--- src/hw/rsa_pkg.sv ---
// ============================================================
// Shared constants and types for the serial slave front end.
// ============================================================
package rsa_pkg;

  // Width of every byte on the bus.
  localparam int unsigned BYTE_W   = 8;
  // Index of the last bit of a byte in the bit counter.
  localparam logic [2:0]  BIT_LAST = 3'h7;
  // Pointer value after reset, so a current-address read starts here.
  localparam logic [7:0]  PTR_RST  = 8'h00;
  // Last pointer location of the clock register space before it wraps.
  localparam logic [7:0]  REG_LAST = 8'h13;
  // Last pointer location of the user memory space before it wraps.
  localparam logic [7:0]  USR_LAST = 8'h7f;
  // Pointer value after a wrap.
  localparam logic [7:0]  PTR_WRAP = 8'h00;
  // Idle level of both bus lines, used for the synchroniser reset.
  localparam logic        BUS_IDLE = 1'b1;

  // Protocol engine states.
  typedef enum logic [2:0] {
    ST_IDLE,
    ST_RX,
    ST_RX_ACK,
    ST_TX,
    ST_TX_ACK
  } rsa_state_e;

  // Which received byte of a transaction is being shifted in.
  typedef enum logic [1:0] {
    PH_DEV,
    PH_WORD,
    PH_DATA
  } rsa_phase_e;

endpackage

--- src/hw/rsa_slave.sv ---
`timescale 1ns/1ps
// Contract
// - Address LSB one reads, zero writes.
// - Acknowledge only when identifier matches either space.
// - One word-address byte follows, else counter used.
// - Pointer clears to zero at reset.
// - Acknowledge every write byte; STOP returns standby.
// - Send bytes while master acknowledges ninth clock.
// - Pointer starts at address, increments per byte.
// - Pointer wraps to zero after location 13h in register space, after 7Fh in user memory.
// - START/STOP change data while clock high.
// - Bytes travel most significant bit first.
module rsa_slave #(
  parameter logic [6:0] ID_REG = 7'h21,  // Arbitrary identifier of the register space.
  parameter logic [6:0] ID_USR = 7'h22   // Arbitrary identifier of the user memory space.
) (
  input  wire logic                       clk_sys_in,
  input  wire logic                       sys_rst_in,
  input  wire logic                       scl_in,
  input  wire logic                       sda_in,
  output wire logic                       sda_out,
  output wire logic                       sda_oe_out,
  output wire logic [rsa_pkg::BYTE_W-1:0] addr_out,
  output wire logic                       space_usr_out,
  input  wire logic [rsa_pkg::BYTE_W-1:0] rd_data_in,
  output wire logic                       wr_stb_out,
  output wire logic [rsa_pkg::BYTE_W-1:0] wr_addr_out,
  output wire logic [rsa_pkg::BYTE_W-1:0] wr_data_out
);
  import rsa_pkg::*;

  // ============================================================
  // Elaboration checks
  // ============================================================
  // Two equal identifiers would make the space choice ambiguous.
  if (ID_REG == ID_USR) begin : g_id_check
    $error("rsa_slave: the two identifiers must differ");
  end

  // ============================================================
  // Helper functions
  // ============================================================
  // True when the upper seven bits of a byte equal an identifier.
  function automatic logic id_match(input logic [7:0] b, input logic [6:0] id);
    id_match = (b[7:1] == id);
  endfunction

  // Next pointer value, wrapping at the last location of the space.
  function automatic logic [7:0] ptr_inc(input logic [7:0] p, input logic usr);
    logic [7:0] last;
    last    = usr ? USR_LAST : REG_LAST;
    ptr_inc = (p == last) ? PTR_WRAP : p + 8'h01;
  endfunction

  // ============================================================
  // Pin synchronisers and bus event detection
  // ============================================================
  logic scl_m_r, scl_s_r, scl_d_r;  // Clock line: meta, stable, delayed.
  logic sda_m_r, sda_s_r, sda_d_r;  // Data line: meta, stable, delayed.
  // Three flip-flops per pin; the meta stage never feeds logic. Resetting to the
  // idle level keeps a false START or STOP from following reset.
  always_ff @(posedge clk_sys_in) begin
    if (sys_rst_in) begin
      {scl_m_r, scl_s_r, scl_d_r} <= {3{BUS_IDLE}};
      {sda_m_r, sda_s_r, sda_d_r} <= {3{BUS_IDLE}};
    end else begin
      {scl_d_r, scl_s_r, scl_m_r} <= {scl_s_r, scl_m_r, scl_in};
      {sda_d_r, sda_s_r, sda_m_r} <= {sda_s_r, sda_m_r, sda_in};
    end
  end
  logic rise, fall, start_ev, stop_ev;  // One-cycle bus events.
  assign rise     = scl_s_r & ~scl_d_r;
  assign fall     = ~scl_s_r & scl_d_r;
  // Data edges with the clock held high mark frame boundaries.
  assign start_ev = scl_s_r & scl_d_r & sda_d_r & ~sda_s_r;
  assign stop_ev  = scl_s_r & scl_d_r & ~sda_d_r & sda_s_r;

  // ============================================================
  // Protocol engine
  // ============================================================
  rsa_state_e st_r, st_nxt;              // Engine state.
  rsa_phase_e ph_r, ph_nxt;              // Received byte role.
  logic [7:0] sh_r, sh_nxt;              // Shift register, both directions.
  logic [2:0] cnt_r, cnt_nxt;            // Bit counter within a byte.
  logic       done_r, done_nxt;          // Eighth bit has passed.
  logic       oe_r, oe_nxt;              // Pulling the data line low.
  logic [7:0] ptr_r, ptr_nxt;            // Auto-incrementing address pointer.
  logic       usr_r, usr_nxt;            // Selected space: user memory when set.
  logic       rd_go_r, rd_go_nxt;        // Direction bit of the last match.
  logic       mack_r, mack_nxt;          // Master acknowledged the last byte.
  logic       wr_stb_r, wr_stb_nxt;      // Write strobe.
  logic [7:0] wr_data_r, wr_data_nxt;    // Written byte.
  logic [7:0] wr_addr_r, wr_addr_nxt;    // Address of the written byte.
  logic       id_hit;                    // Either identifier matches.
  assign id_hit = id_match(sh_r, ID_REG) | id_match(sh_r, ID_USR);
  // Next-state logic. Bits are sampled on clock rise and driven after fall,
  // so the line never moves while the clock is high.
  always_comb begin
    st_nxt      = st_r;
    ph_nxt      = ph_r;
    sh_nxt      = sh_r;
    cnt_nxt     = cnt_r;
    ptr_nxt     = ptr_r;
    {done_nxt, oe_nxt, usr_nxt, rd_go_nxt, mack_nxt} = {done_r, oe_r, usr_r, rd_go_r, mack_r};
    wr_stb_nxt  = 1'b0;
    {wr_data_nxt, wr_addr_nxt} = {wr_data_r, wr_addr_r};
    if (start_ev) begin
      // A START, repeated or not, always restarts address decoding.
      st_nxt   = ST_RX;
      ph_nxt   = PH_DEV;
      cnt_nxt  = 3'h0;
      done_nxt = 1'b0;
      oe_nxt   = 1'b0;
    end else if (stop_ev) begin
      // STOP puts the interface in standby; the pointer is kept.
      st_nxt = ST_IDLE;
      oe_nxt = 1'b0;
    end else begin
      case (st_r)
        ST_RX: begin
          if (rise && !done_r) begin
            sh_nxt  = {sh_r[6:0], sda_s_r};
            cnt_nxt = cnt_r + 3'h1;
            if (cnt_r == BIT_LAST) begin
              done_nxt = 1'b1;
            end
          end else if (fall && done_r) begin
            done_nxt = 1'b0;
            cnt_nxt  = 3'h0;
            case (ph_r)
              PH_DEV: begin
                if (id_hit) begin
                  st_nxt    = ST_RX_ACK;
                  oe_nxt    = 1'b1;
                  usr_nxt   = id_match(sh_r, ID_USR);
                  rd_go_nxt = sh_r[0];
                  ph_nxt    = PH_WORD;
                end else begin
                  st_nxt = ST_IDLE;
                end
              end
              PH_WORD: begin
                ptr_nxt   = sh_r;
                st_nxt    = ST_RX_ACK;
                oe_nxt    = 1'b1;
                ph_nxt    = PH_DATA;
              end
              default: begin
                // Data byte: store it and acknowledge.
                wr_stb_nxt  = 1'b1;
                wr_data_nxt = sh_r;
                wr_addr_nxt = ptr_r;
                ptr_nxt     = ptr_inc(ptr_r, usr_r);
                st_nxt      = ST_RX_ACK;
                oe_nxt      = 1'b1;
              end
            endcase
          end
        end
        ST_RX_ACK: begin
          if (fall) begin
            if (rd_go_r) begin
              // Read chosen: first bit follows the acknowledge directly.
              st_nxt = ST_TX;
              sh_nxt = rd_data_in;
              oe_nxt = ~rd_data_in[7];
            end else begin
              st_nxt = ST_RX;
              oe_nxt = 1'b0;
            end
          end
        end
        ST_TX: begin
          if (rise && !done_r) begin
            sh_nxt  = {sh_r[6:0], 1'b0};
            cnt_nxt = cnt_r + 3'h1;
            if (cnt_r == BIT_LAST) begin
              done_nxt = 1'b1;
            end
          end else if (fall) begin
            if (done_r) begin
              done_nxt = 1'b0;
              cnt_nxt  = 3'h0;
              oe_nxt   = 1'b0;
              st_nxt   = ST_TX_ACK;
              ptr_nxt  = ptr_inc(ptr_r, usr_r);
            end else begin
              oe_nxt = ~sh_r[7];
            end
          end
        end
        ST_TX_ACK: begin
          if (rise) begin
            mack_nxt = ~sda_s_r;
          end else if (fall) begin
            if (mack_r) begin
              st_nxt = ST_TX;
              sh_nxt = rd_data_in;
              oe_nxt = ~rd_data_in[7];
            end else begin
              st_nxt = ST_IDLE;
            end
          end
        end
        default: begin
          // Idle ignores everything except START.
          oe_nxt = 1'b0;
        end
      endcase
    end
  end
  // State registers; a synchronous reset doubles as power-up.
  always_ff @(posedge clk_sys_in) begin
    if (sys_rst_in) begin
      st_r      <= ST_IDLE;
      ph_r      <= PH_DEV;
      sh_r      <= 8'h00;
      cnt_r     <= 3'h0;
      ptr_r     <= PTR_RST;
      {done_r, oe_r, usr_r, rd_go_r, mack_r, wr_stb_r} <= 6'h00;
      {wr_data_r, wr_addr_r} <= 16'h0000;
    end else begin
      st_r      <= st_nxt;
      ph_r      <= ph_nxt;
      sh_r      <= sh_nxt;
      cnt_r     <= cnt_nxt;
      ptr_r     <= ptr_nxt;
      {done_r, oe_r, usr_r, rd_go_r, mack_r, wr_stb_r} <= {done_nxt, oe_nxt, usr_nxt, rd_go_nxt,
                                                          mack_nxt, wr_stb_nxt};
      {wr_data_r, wr_addr_r} <= {wr_data_nxt, wr_addr_nxt};
    end
  end
  // Open-drain line: only ever pulled low.
  assign sda_out       = 1'b0;
  assign sda_oe_out    = oe_r;
  assign addr_out      = ptr_r;
  assign space_usr_out = usr_r;
  assign wr_stb_out    = wr_stb_r;
  assign wr_addr_out   = wr_addr_r;
  assign wr_data_out   = wr_data_r;

  // ============================================================
  // Assertions
  // ============================================================
  logic rd_msb;  // Helper for the first transmitted bit.
  assign rd_msb = rd_data_in[7];
endmodule

--- config.mk ---
export PLATFORM = sky130hd
export DESIGN_NAME = rsa_slave
export DESIGN_NICKNAME = d
export VERILOG_FILES = /design/src/hw/rsa_pkg.sv /design/src/hw/rsa_slave.sv
export SDC_FILE = /design/constraint.sdc
export NUM_CORES = 1
export LEC_CHECK = 0
export BUFFER_PORTS_ARGS = -buffer_cell sky130_fd_sc_hd__clkbuf_2
export CAP_MARGIN = 15
export CORE_ASPECT_RATIO = 1.25
export CORE_MARGIN = 5
export CORE_UTILIZATION = 32
export CTS_BUF_LIST = sky130_fd_sc_hd__clkbuf_4
export DETAILED_ROUTE_END_ITERATION = 7
export PLACE_DENSITY_LB_ADDON = 0.15
export SLEW_MARGIN = 20
export SYNTH_ARGS = -nofsm -noshare
export SYNTH_HDL_FRONTEND = slang
export SYNTH_SLANG_ARGS = --single-unit
--- constraint.sdc ---
create_clock -name clk_sys_in -period 4.1 [get_ports clk_sys_in]
set_input_delay 0.615 -clock clk_sys_in [delete_from_list [all_inputs] [get_ports clk_sys_in]]
set_output_delay 0.615 -clock clk_sys_in [all_outputs]
set_load 0.005 [all_outputs]
==> results.yml, run 1 <==
power_and_ir_drop:
  power.density_nw_per_um2: 285
  fin_total_pwr_uw: 831
  pwr-share-seq_pct: 64.9
  p_sw_uw: 221
  irDropWorstVdd_v: 0.000123
  p_int_uw: 610
  p_clk_share_pct: 27.4
  p_sw_share_pct: 26.6
  power_leakage_uw: 0.00100
  p_comb_share_pct: 7.7
worst_setup_path:
  crit_required_ps: 4390
  crit_type: "reg2reg"
  end_kind: "flop"
  cp-start-kind: "flop"
  crit_fanout: 15
  rrSetupSlack_ps: 1680
  arrival_ps: 2710
clock_network:
  clock_sinks: 52
  clock_path_buffers: 2
  cts_root_buf: "clkbuf_4"
  postCtsSetupBuffers: 0
  path_clk_slew_ps: 150
  hold_buffers: 0
  worst_skew_pair.late_latency_ps: 370
  cts-resized-gates: 0
  numCtsBuffers: 5
  h-tree-depth: 2
  cts_tree: "built"
synth:
  synthArstFlopShare_pct: 0
  syn_area_um2: 2630
  synth_seq_cells: 52
  avgSynthCellArea_um2: 8.49
  synth_ff_type: "dfxtp_1"
  synth_edf_count: 0
  ys_seq_area_share_pct: 39.5
  netlist_instances: 310
  yosysUniqueCellTypes: 57
  syn_nets: 325
  yosysWarnings: 0
sta:
  whs_ps: 418
  final-setup-viol-count: 0
  tightest_slew_ps: 952
  slew_headroom_pct: 36.6
  drv_slew: 0
  period_needed_ps: 2420
  final.setup.tns_ps: 0
  skew_ps: 12.3
  grt_setup_unrepaired: "false"
  period_share_pct: 59.1
  max_freq_ghz: 0.413
  hold_violations: 0
placement:
  io_buffers: 38
  placed_area_um2: 2860
  gp_routability_congestion: 0.777
  dp_hpwl_um: 5010
floorplan:
  dieArea_um2: 10200
  die_y_um: 111
  core.rowCount: 37
  io_pins: 40
  start_util_pct: 32.3
  core_um2: 8150
  die_w_um: 91.1
drt:
  drc: 0
  avgRoutedWirePerCell_um: 15.8
  final_antenna_net_count: 0
  drt_iter0_drc: 100
  dr.pass1.iters: 4
  vias: 2343
  routed_wl_um: 6850
  routed_via_density: 5.39
grt:
  grt_start_max_net_pins: 37
  grt_antenna_before_repair: 0
  grt-ovfl-total: 0
  grt_pass1_vias: 2263
  track_usage_pct: 13.9
  grt_pass1_wl_um: 11700
cells_and_area:
  areaGrowthSynthToFinish_pct: 10.7
  nets: 352
  final_common_cell: "dfxtp_1"
  n_antenna_cell: 0
  final_area_um2: 2910
  final_layout_size_suffix_gt1_share_pct: 21.3
  mostFrequentLayoutCells: "52 x dfxtp_1, 38 x clkbuf_2, 33 x a21oi_1, 33 x nand2_1, 23 x nand3_1"
run_status:
  status: "complete, no violations"
job:
  cap_violations: 0
min_path:
  hp-class: "in2reg"
kinds of logic (layout without fill, tap and decap cells):
| family | after synthesis | in the layout | synth area share [%] |
|---|---|---|---|
| multiplexers | 13 | 13 | 4.94 |
| buffers and inverters | 27 | 55 | 4.80 |
| adder cells (fa/ha/maj) | 3 | 3 | 1.43 |
| flip-flops | 52 | 52 | 39.5 |
| XOR/XNOR | 2 | 2 | 0.666 |
| other | 1 | 1 | 0.142 |
| AO/OA/AOI/OAI | 85 | 85 | 22.8 |
| AND/OR/NAND/NOR | 127 | 127 | 25.7 |
routing by layer:
metal | vias up | part of all wire [%] | track usage, % | wire length [um]
li1 | 1170 | - | - | -
met1 | 1120 | 43 | 17.3 | 2980
met2 | 44 | 52 | 24.4 | 3570
met3 | 9 | 2.7 | 2.30 | 186
met4 | 0 | 1.6 | 3.72 | 112
met5 | - | 0 | 0 | 0
registers in the layout (all words and copies together) (netlist names):
name and flops:
cnt_r 3, mack_r 1, wr_stb_out 1, wr_data_out 8, sda_d_r 1, scl_m_r 1, scl_d_r 1, sda_oe_out 1
sh_r 8, st_r 3, done_r 1, rd_go_r 1, wr_addr_out 8, space_usr_out 1, sda_s_r 1, scl_s_r 1
ph_r 2, addr_out 8, sda_m_r 1
synth_stat cells, types with 2 or more instances:
library cell,count,area (um2)
and2_1,2,12.5
or3b_2,3,26.3
nand3_1,23,115
inv_1,6,22.5
a221oi_1,4,35.0
nand2_1,33,124
nand3b_1,2,15.0
nor2b_1,2,12.5
and3b_1,2,17.5
a21o_1,2,15.0
or2_2,9,56.3
nor2_1,20,75.1
ha_1,3,37.5
o21ai_0,9,45.0
nor2_2,3,18.8
nand2b_1,7,43.8
buf_2,5,25.0
mux2i_1,13,130
nor4_1,2,12.5
o22ai_1,2,12.5
a211oi_2,3,37.5
nor3b_1,3,22.5
nor3_1,2,10.0
xor2_1,2,17.5
a2111oi_4,2,55.1
a21oi_1,33,165
dfxtp_1,52,1040
buf_4,3,22.5
and3_1,2,12.5
nand4_1,3,18.8
clkbuf_1,12,45.0
a31oi_1,7,43.8
a211oi_1,10,75.1
through the flow:
| step | utilization (%) | setup slack [ps] | cells |
|---|---|---|---|
| global placement | 35.1 | 1810 | 427 |
| detailed placement | 35.1 | 1760 | 427 |
| global route | 35.8 | 1410 | 435 |
| finish | 35.8 | 1680 | 435 |
| floorplan | - | 2440 | 310 |
| CTS | 35.8 | 1700 | 435 |
worst max-delay path, stage by stage, from the launching register on:
cell      delay (ps)
dfxtp_1          670
nor2b_1          470
a21oi_1          130
buf_4            210
a21oi_1          450
a221oi_1         150
a211oi_1         260
power by group through the flow:
| stage | clock [uW] | combinational (uW) | sequential [uW] |
|---|---|---|---|
| 4_1_cts | 241 | 65.3 | 539 |
| 3_5_place_dp | 0 | 65.0 | 550 |
| 2_1_floorplan | 0 | 51.1 | 539 |
| 3_3_place_gp | 0 | 64.4 | 550 |
| 6_report | 227 | 64.3 | 539 |
| 5_1_grt | 259 | 72.6 | 542 |
final timing paths:
check | start | to | cells past startpoint
worst min-delay path | sda_in | sda_m_r | 2
worst min register to register | sda_m_r | sda_s_r | 1
worst max-delay path | st_r[0] | addr_out[0] | 6
worst max register to register | st_r[0] | addr_out[0] | 6
final cells by class:
| class | count | area [um2] |
|---|---|---|
| Fill cell | 872 | 5230 |
| Multi-Input combinational cell | 231 | 1470 |
| Sequential cell | 52 | 1040 |
| Timing Repair Buffer | 41 | 213 |
| Tap cell | 97 | 121 |
| Clock buffer | 5 | 37.5 |
| Inverter | 6 | 22.5 |
| Clock inverter | 3 | 13.8 |
Power figures use the tool's default switching activity.
==> run 2, diff against run 1 <==
==> constraint.sdc (replaced) <==
create_clock -name clk_sys_in -period 2 [get_ports clk_sys_in]
set_input_delay 0.3 -clock clk_sys_in [delete_from_list [all_inputs] [get_ports clk_sys_in]]
set_output_delay 0.3 -clock clk_sys_in [all_outputs]
set_load 0.005 [all_outputs]
==> run 2 against run 1 <==
  * First-iteration DRC count decreased by 8.0%
  * Count of clock-buffer cells in the layout unchanged
  * Fmax increased by 31%
  * Largest power group unchanged
  * Critical endpoint is now sh_r[5]
  * Wire length increased by 5.0%
  * Sequential power increased by 100%
  * Non-clock buffer count increased by 26
  * Setup slack got worse by 1500 ps
  * Via count increased by 4.7%
  * Sequential share of layout area decreased by 2.4 points
==> results.yml, run 2 (synthesized netlist as in run 1, its figures left out) <==
worst_setup_path:
  r2r_start: "st_r[1]"
  path_buf_inv: 1
  crit_type: "reg2reg"
  crit_chain: "and3b_1 > o21bai_1 > a2111oi_4 > buf_4 > nor2_1 > a211oi_1"
  worst_r2r_path_depth: 6
  cp_top_family: "compound AO/OA/AOI/OAI gates"
  cp-start-kind: "flop"
  slowest_stage: "dfxtp_2"
  end_kind: "flop"
  crit_required_ps: 2310
  arrival_ps: 2160
  startpoint: "st_r[1]"
  crit_fanout: 13
  rrSetupSlack_ps: 150
  slowest_delay_ps: 480
  r2r_end: "sh_r[5]"
sta:
  grt_setup_unrepaired: "false"
  whs_ps: 85.9
  final-setup-viol-count: 0
  hold_violations: 0
  final.setup.tns_ps: 0
  max_freq_ghz: 0.540
  skew_ps: 16.3
  drv_slew: 0
  period_share_pct: 92.6
  period_needed_ps: 1850
min_path:
  hold_depth: 2
  holdCritStartpoint: "scl_in"
  min_to: "scl_m_r"
  hp-class: "in2reg"
cells_and_area:
  mostFrequentLayoutCells: "49 x dfxtp_1, 38 x clkbuf_2, 33 x a21oi_1, 33 x nand2_1, 28 x buf_4"
  final_common_cell: "dfxtp_1"
  nets: 378
  areaGrowthSynthToFinish_pct: 19.2
  n_antenna_cell: 0
  final_layout_size_suffix_gt1_share_pct: 28.0
clock_network:
  clock_sinks: 52
  cts_root_buf: "clkbuf_4"
  hold_buffers: 0
  h-tree-depth: 2
  path_clk_slew_ps: 160
  worst_skew_pair.late_latency_ps: 400
  clock_path_buffers: 2
  numCtsBuffers: 5
  cts_tree: "built"
floorplan:
  start_util_pct: 32.3
  core.rowCount: 37
  die_w_um: 91.1
  die_y_um: 111
  core_um2: 8150
  io_pins: 40
  dieArea_um2: 10200
drt:
  vias: 2454
  drc: 0
  final_antenna_net_count: 0
  avgRoutedWirePerCell_um: 15.6
  drt_iter0_drc: 92
  routed_via_density: 5.32
  dr.pass1.iters: 4
  routed_wl_um: 7200
power_and_ir_drop:
  power_leakage_uw: 0.00115
  p_int_uw: 1290
  p_comb_share_pct: 9.9
  p_clk_share_pct: 29.4
  p_sw_share_pct: 28.2
  pwr-share-seq_pct: 60.7
  power.density_nw_per_um2: 571
  irDropWorstVdd_v: 0.000247
  p_sw_uw: 506
placement:
  dp_hpwl_um: 5440
  gp_routability_congestion: 0.839
  io_buffers: 38
grt:
  track_usage_pct: 14.5
  grt_pass1_wl_um: 12100
  grt_start_max_net_pins: 37
  grt_pass1_vias: 2418
  grt-ovfl-total: 0
  grt_antenna_before_repair: 0
job:
  cap_violations: 0
run_status:
  status: "complete, no violations"
[run 2: cell count changes in the layout (fill, tap and decap cells not counted)]
cell,before,now
buf_12,0,1
buf_4,3,28
clkinv_1,1,0
clkinv_2,2,0
clkinv_4,0,2
dfxtp_1,52,49
dfxtp_2,0,3
inv_6,0,1
[run 2: worst max-delay path by stage]
stage          slack, ps  cells after the start             end
2_1_floorplan        340                      7  wr_addr_out[6]
3_3_place_gp         120                      6         sh_r[5]
3_5_place_dp         130                      6         sh_r[5]
4_1_cts               70                      6         sh_r[5]
5_1_grt                8                      6         sh_r[5]
6_report             150                      6         sh_r[5]
[run 2: final cells by class]
class	instances	area [um2]
Clock buffer	5	37.5
Clock inverter	3	26.3
Tap cell	97	121
Fill cell	867	5010
Multi-Input combinational cell	231	1470
Sequential cell	52	1040
Timing Repair Buffer	67	420
Inverter	6	22.5
[run 2: metal layers]
metal	vias up	routed length [um]	global-route usage (%)
met5	-	0	0
met4	0	119	4.60
met3	10	219	2.36
met2	41	3880	25.9
met1	1176	2980	17.5
li1	1227	-	-
[run 2: stage by stage]
stage          instances  worst slack [ps]  instance area, um2  utilization (%)  power [uW]
2_1_floorplan        310               341                2630                -        1210
4_1_cts              461              71.3                3130             38.5        1820
6_report             461               149                3140             38.5        1790
3_5_place_dp         453               127                3070             37.7        1290
3_3_place_gp         453               119                3070             37.7        1290
5_1_grt              461              7.98                3140             38.5        1880
[run 2: what timing repair did]
action,4_1_cts,5_1_grt
setup buffers,0,0
endpoints found under the setup margin,0,5
resized for setup,0,3
hold endpoints to repair,0,0
[run 2: power groups by stage]
stage | sequential [uW] | clock (uW) | combinational [uW]
final | 1090 | 528 | 178
after global routing | 1090 | 594 | 197
after CTS | 1090 | 553 | 180
after detailed placement | 1110 | 0 | 179
after global placement | 1110 | 0 | 178
after floorplan | 1100 | 0 | 105
